`config.mk`:
```
export PLATFORM = sky130hd
export DESIGN_NAME = pcs_core_flow
export DESIGN_NICKNAME = d
export VERILOG_FILES = /design/src/inc/pcs_pkg.sv /design/src/logic/pcs_core_flow.sv
export SDC_FILE = /design/constraint.sdc
export NUM_CORES = 1
export LEC_CHECK = 0
export ABC_AREA = 1
export BUFFER_PORTS_ARGS = -buffer_cell sky130_fd_sc_hd__buf_2
export CAP_MARGIN = 20
export CORE_ASPECT_RATIO = 1.75
export CORE_MARGIN = 2
export CORE_UTILIZATION = 25
export CTS_CLUSTER_SIZE = 8
export DETAILED_ROUTE_END_ITERATION = 12
export SLEW_MARGIN = 20
export SYNTH_ARGS = -nofsm -noshare
export SYNTH_HDL_FRONTEND = slang
export SYNTH_SLANG_ARGS = --single-unit
```
`constraint.sdc`:
```
create_clock -name mclk -period 4.5 [get_ports mclk]
set_input_delay 0.9 -clock mclk [delete_from_list [all_inputs] [get_ports mclk]]
set_output_delay 0.9 -clock mclk [all_outputs]
set_load 0.01 [all_outputs]
```
`src/inc/pcs_pkg.sv`:
```
// constants, types and register map of the program counter, shadow and multiplier block
package pcs_pkg;

  localparam int PC_W = 21;
  localparam int PC_MID_LSB = 8;
  localparam int PC_TOP_LSB = 16;
  localparam int PC_TOP_W = 5;

  localparam logic [20:0] PC_RESET = 21'h000000;
  localparam logic [20:0] PC_STEP = 21'h000002;
  localparam logic [20:0] VEC_HIGH = 21'h000008;
  localparam logic [20:0] VEC_LOW = 21'h000018;
  localparam logic [7:0] LATCH_RESET = 8'h00;
  localparam logic [7:0] SHADOW_RESET = 8'h00;
  localparam logic [15:0] PROD_RESET = 16'h0000;
  localparam logic [31:0] RDATA_RESET = 32'h00000000;

  // apb byte addresses
  localparam logic [11:0] OFS_PC_LOW = 12'h000;
  localparam logic [11:0] OFS_PC_HIGH_LATCH = 12'h004;
  localparam logic [11:0] OFS_PC_UPPER_LATCH = 12'h008;
  localparam logic [11:0] OFS_PROD_LOW = 12'h00C;
  localparam logic [11:0] OFS_PROD_HIGH = 12'h010;

  typedef enum logic [3:0] {
    OP_NONE,
    OP_SEQ,
    OP_LOAD,
    OP_CALL_FAST,
    OP_IRQ,
    OP_RET_FAST,
    OP_RETURN_FROM_INTERRUPT_INSTR_FAST,
    OP_WAKE,
    OP_MUL
  } pcs_op_t;

  typedef struct packed {
    pcs_op_t op;
    logic [20:0] target;
    logic [7:0] operand;
    logic high_prio;
    logic gie_high;
    logic gie_low;
  } pcs_core_req_t;

  typedef struct packed {
    logic [7:0] status;
    logic [7:0] working;
    logic [7:0] bank;
  } pcs_core_regs_t;

  typedef struct packed {
    logic [11:0] paddr;
    logic psel;
    logic penable;
    logic pwrite;
    logic [31:0] pwdata;
  } pcs_apb_req_t;

  typedef struct packed {
    logic [20:0] pc;
    logic [7:0] high_latch;
    logic [7:0] upper_latch;
    pcs_core_regs_t shadow;
    pcs_core_regs_t restore;
    logic restore_vld;
    logic [15:0] product;
    logic [31:0] prdata;
  } pcs_state_t;

endpackage

```
`src/logic/pcs_core_flow.sv`:
```
// program counter with latches, one-deep register shadow and 8x8 multiplier
// Notes on behaviour
// - one saved copy each of status, working and bank-select registers
// - shadow copies have no bus address; only core sequencing touches them
// - interrupt entry saves status, working and bank into shadow; a wake-up vector load saves nothing
// - fast return-from-interrupt reloads the three registers from the shadow
// - a nested high-priority entry overwrites shadow saved by low-priority entry
// - fast call saves the three registers into the shadow like interrupts
// - fast subroutine return restores the three registers from the shadow
// - program counter is 21 bits; low byte is a normal register
// - bits 15..8 are reachable only through the high latch
// - bits 20..16 are reachable only through the upper latch
// - writing the low byte also loads both latches into the counter
// - reading the low byte copies both upper counter bytes into latches
// - counter bit 0 is always zero
// - sequential fetch advances the counter by two
// - call, relative call, goto and branch load the counter without latches
// - interrupt wake-up with a global enable set loads the matching vector
// - unsigned 8x8 multiply completes within one cycle
// - product high byte in upper register, low byte in lower
// - multiply leaves every status flag unchanged
// - multiply takes working register and the named file register
module pcs_core_flow
  import pcs_pkg::*;
(
  input wire logic mclk, // core clock, 100 MHz
  input wire logic rst_b, // async reset, active low
  input wire pcs_apb_req_t apb_req, // apb request signals
  output logic pready, // apb ready
  output logic [31:0] prdata, // apb read data
  output logic pslverr, // apb error on unmapped address
  input wire pcs_core_req_t core_req, // one sequencing operation per cycle
  input wire pcs_core_regs_t core_regs, // live status, working, bank values
  output logic [20:0] pc, // program counter
  output logic [15:0] product, // product register pair
  output logic restore_vld, // one-cycle pulse: load restore values
  output pcs_core_regs_t restore_regs // values to reload into the core
);

  pcs_state_t s_q;
  pcs_state_t s_d;
  logic apb_setup;
  logic apb_access;
  logic addr_ok;
  logic pcl_wr;
  logic pcl_rd;
  logic high_wr;
  logic upper_wr;
  logic [20:0] vector_sel;

  assign apb_setup = apb_req.psel && !apb_req.penable;
  assign apb_access = apb_req.psel && apb_req.penable;
  assign pcl_wr = apb_access && apb_req.pwrite && (apb_req.paddr == OFS_PC_LOW);
  assign pcl_rd = apb_access && !apb_req.pwrite && (apb_req.paddr == OFS_PC_LOW);
  assign high_wr = apb_access && apb_req.pwrite && (apb_req.paddr == OFS_PC_HIGH_LATCH);
  assign upper_wr = apb_access && apb_req.pwrite && (apb_req.paddr == OFS_PC_UPPER_LATCH);
  assign vector_sel = core_req.high_prio ? VEC_HIGH : VEC_LOW;

  // shadow offsets are deliberately absent from this decode
  always_comb
  begin
    unique case (apb_req.paddr)
      OFS_PC_LOW, OFS_PC_HIGH_LATCH, OFS_PC_UPPER_LATCH, OFS_PROD_LOW, OFS_PROD_HIGH:
        addr_ok = 1'b1;
      default:
        addr_ok = 1'b0;
    endcase
  end

  // zero wait states: read data is captured in the setup cycle
  assign pready = 1'b1;
  assign pslverr = apb_access && !addr_ok;

  always_comb
  begin
    s_d = s_q;
    s_d.restore_vld = 1'b0;

    if (apb_setup)
    begin
      unique case (apb_req.paddr)
        OFS_PC_LOW: s_d.prdata = {24'h000000, s_q.pc[7:0]};
        OFS_PC_HIGH_LATCH: s_d.prdata = {24'h000000, s_q.high_latch};
        OFS_PC_UPPER_LATCH: s_d.prdata = {24'h000000, s_q.upper_latch};
        OFS_PROD_LOW: s_d.prdata = {24'h000000, s_q.product[7:0]};
        OFS_PROD_HIGH: s_d.prdata = {24'h000000, s_q.product[15:8]};
        default: s_d.prdata = RDATA_RESET;
      endcase
    end

    unique case (core_req.op)
      OP_NONE:
      begin
      end
      OP_SEQ:
        s_d.pc = s_q.pc + PC_STEP;
      OP_LOAD, OP_RET_FAST:
      begin
        s_d.pc = core_req.target;
        if (core_req.op == OP_RET_FAST)
        begin
          s_d.restore = s_q.shadow;
          s_d.restore_vld = 1'b1;
        end
      end
      OP_CALL_FAST:
      begin
        s_d.pc = core_req.target;
        s_d.shadow = core_regs;
      end
      OP_IRQ:
      begin
        // nested high-priority entry simply overwrites: one entry only
        s_d.shadow = core_regs;
        s_d.pc = vector_sel;
      end
      OP_RETURN_FROM_INTERRUPT_INSTR_FAST:
      begin
        s_d.pc = core_req.target;
        s_d.restore = s_q.shadow;
        s_d.restore_vld = 1'b1;
      end
      OP_WAKE:
      begin
        if (core_req.gie_high || core_req.gie_low)
          s_d.pc = vector_sel;
        else
          s_d.pc = s_q.pc + PC_STEP;
      end
      OP_MUL:
      begin
        // no status write path exists, so flags stay untouched
        s_d.product = 16'(core_regs.working) * 16'(core_req.operand);
        s_d.pc = s_q.pc + PC_STEP;
      end
      default:
      begin
      end
    endcase

    // a bus write of the low byte wins over a core load in the same cycle
    if (pcl_wr)
      s_d.pc = {s_q.upper_latch[PC_TOP_W-1:0], s_q.high_latch, apb_req.pwdata[7:0]};
    if (high_wr)
      s_d.high_latch = apb_req.pwdata[7:0];
    if (upper_wr)
      s_d.upper_latch = apb_req.pwdata[7:0];
    if (pcl_rd)
    begin
      s_d.high_latch = s_q.pc[15:PC_MID_LSB];
      s_d.upper_latch = {3'b000, s_q.pc[PC_W-1:PC_TOP_LSB]};
    end
    s_d.pc[0] = 1'b0;
  end

  always_ff @(posedge mclk or negedge rst_b)
  begin
    if (!rst_b)
    begin
      s_q.pc <= PC_RESET;
      s_q.high_latch <= LATCH_RESET;
      s_q.upper_latch <= LATCH_RESET;
      s_q.shadow <= {SHADOW_RESET, SHADOW_RESET, SHADOW_RESET};
      s_q.restore <= {SHADOW_RESET, SHADOW_RESET, SHADOW_RESET};
      s_q.restore_vld <= 1'b0;
      s_q.product <= PROD_RESET;
      s_q.prdata <= RDATA_RESET;
    end
    else
      s_q <= s_d;
  end

  assign pc = s_q.pc;
  assign product = s_q.product;
  assign prdata = s_q.prdata;
  assign restore_vld = s_q.restore_vld;
  assign restore_regs = s_q.restore;

  function automatic logic [4:0] upper_latch_top();
    return s_q.upper_latch[PC_TOP_W-1:0];
  endfunction
endmodule

```
==> metrics <==
CP bufs+invs 6; max-slew violations 0; first-pass GRT wire length 39,800 µm; Crit Path Max Fanout 5; Seq. cell area 2730 µm²; HP Class reg -> reg; Post-Place Cells 1,748; Synth Cell Area 8690 µm²; WL/cell 14.4 µm; Fillers 3,740; Crit path max-delay family adder cells; DR pass1 iterations 5; CTS H-Tree Depth 3; CP Class in -> reg; CP arrival 4.58 ns; clk slew on worst S/H paths 0.08 ns; largest net degree at the start of global routing 110; Post-DP HPWL 20,700 µm; Final Hold Vio Count 0; count leader, synth nand2_1; total global-route track usage 14.0%; syn avg cell area 7.14 µm²; maximum vdd ir drop 0.198 mV; Unique masters post-synth 36; routed vias/inst 4.34; Leakage 5.56 nW; fin cells 1,765; Critical Path Most Common Cell nand2_1; PwrDens 384 nW/µm²; share of layout cells above drive strength 1 17.5%; Post-Syn Instances 1,216; antenna-violating nets left 0; IO Port Bufs 153; total CTS buffers 9; top post-synthesis cells by area dfrtp_1, nand2_1, inv_1; area grow syn2layout 12.9%; # IOs 205; outcome complete, no violations; CP Cell Sequence clkbuf_4 -> nand2_1 -> fa_1 -> fa_1 -> inv_1 -> fa_1 -> inv_1 -> fa_1 -> inv_1 -> ha_1 -> buf_4 -> nand2_1 -> inv_1 -> nand2_1 -> nand2_1 -> nand2_1 -> nand2_1 -> nand2_1 -> nand3_1 -> nand2_1; routed via count 7,662; post-synth top area cell dfrtp_1; Rel. slew slack 24.1%; Commonest cells post-synth nand2_1, inv_1, dfrtp_1; Startpoint Class primary input; dominant synthesized flop cell dfrtp_1; cell row count 90; die width 145 µm; Synth Register Bits 109; EDFF count, synth 0; # setup viols final 0; initial DRC count 367; worst slew pin tran 1.13 ns; CP max stage delay 0.55 ns; multi-input logic area 4380 µm²; CTS tree yes; nature of the critical path endpoint register; drc violations 0; Synth top area share 31.4%; sequential cell area fraction in the yosys report 31.4%; MaxCap Viol Count 0; GPL Wtd Cong 0.892; Hold Buf Count CTS 0; Worst Hold Slack 0.482 ns; Synth Warn # 0; Post-layout nets 1,482; Clock Skew 0.00654 ns; Crit-path slowest cell fa_1; final WL 25,500 µm; vias in the first global route 7,650; fraction of registers with async set/reset 100%; CP required 4.81 ns; initial core utilization 25.3%; Max Clk Rate 234 MHz; Min Clock Period, post-route 4.28 ns; RSZ-0062 raised after global routing no; CTS Buffer Depth 2; die area 36,300 µm²; worst skew pair latency 0.37 ns; core footprint 34,300 µm²; antenna cells 0; CTS sink count 109; period utilization 95.1%; Root Driver clkbuf_16; GRT overflow 0; antenna violations before repair 1; die height 251 µm
-- kinds of logic after synthesis --
group,share of synthesized area (%)
DFF,31.4
adders and majority gates,13.6
AOI/OAI and AO/OA,7.25
other,0.0865
and+or+nand+nor,27.2
buffers and inverters,19.3
xor gates and xnor gates,1.11
-- cell type report --
type	count	share of cell area, %
Clock inverter	7	0.817
Multi-Input combinational cell	788	44.7
Inverter	206	7.90
Clock buffer	9	2.30
Tap cell	460	5.87
Timing Repair Buffer	186	10.6
Sequential cell	109	27.8
-- metal layers --
layer / global-route usage (%) / routed length [µm] / vias to the layer above / share of wire (%)
li1: - / - / 3780 / -
met1: 13.4 / 8880 / 3626 / 35
met2: 27.8 / 14400 / 204 / 56
met3: 2.40 / 1060 / 50 / 4.1
met4: 7.69 / 1200 / 2 / 4.7
met5: 0 / 11 / - / 0.043
-- repair_timing --
item                       in CTS  in global routing
resized for setup               0                  6
buffers inserted                0                  1
setup endpoints to repair       0                  3
-- where the power goes --
group	total, mW	switching (mW)	internal (mW)
clock network	0.854	0.413	0.441
registers	1.36	0.180	1.18
logic	1.55	0.909	0.642
-- final timing paths --
kind | startpoint | to | slack [ns] | cells past startpoint
worst min-delay path | restore_regs[14]$_DFFE_PN0P_ | restore_regs[14]$_DFFE_PN0P_ | 0.48 | 2
worst min register to register | restore_regs[14]$_DFFE_PN0P_ | restore_regs[14]$_DFFE_PN0P_ | 0.48 | 2
worst max register to register | pc[2]$_DFFE_PN0P_ | pc[11]$_DFFE_PN0P_ | 2.49 | 10
worst max-delay path | core_regs[10] | product[12]$_DFFE_PN0N_ | 0.22 | 20
min in group asynchronous | rst_b | restore_regs[17]$_DFFE_PN0P_ | 0.56 | 2
max in group asynchronous | rst_b | product[9]$_DFFE_PN0N_ | 3.41 | 2
-- worst reg2reg max path, delay by kind of cell, from the launching register on --
family        cells  cell delay, ns
fa+ha+maj         1            0.22
simple gates      9            1.26
flops             1            0.47
-- sequential cells by signal (all words and copies together) (netlist names) --
| signal | flops |
|---|---|
| s_q | 40 |
| restore_regs | 24 |
| restore_vld | 1 |
| pc | 20 |
| prdata | 8 |
| product | 16 |
-- through the flow --
| step | setup slack, ns | power, mW | TNS (ns) | utilization, % | cell area [µm²] |
|---|---|---|---|---|---|
| finish | 0.222 | 3.76 | 0 | 28.6 | 9810 |
| floorplan | 0.00417 | 2.47 | 0 | - | 8780 |
| CTS | 0.158 | 3.80 | 0 | 28.5 | 9780 |
| global placement | -0.209 | 2.91 | -1.09 | 27.6 | 9480 |
| detailed placement | -0.239 | 2.93 | -1.22 | 27.6 | 9480 |
| global route | 0.0118 | 4.07 | 0 | 28.6 | 9810 |
-- placed cells by master (no fill, tap or decap), types with 3 or more instances in the layout --
master	Yosys	layout
nor2_1	54	54
buf_2	7	151
dfrtp_1	109	109
xor2_1	8	8
nand2_1	377	375
xnor2_1	3	3
o21bai_1	4	4
nor3_1	5	5
a31oi_1	4	4
o21ai_0	90	88
nand2_4	3	3
fa_1	36	36
nand4_1	14	14
conb_1	2	26
clkbuf_16	0	9
a21oi_1	12	11
inv_2	4	4
o21ai_1	3	5
inv_1	200	200
or2_2	3	3
buf_4	98	32
nand3_1	94	94
ha_1	37	36
Power figures use the tool's default switching activity.
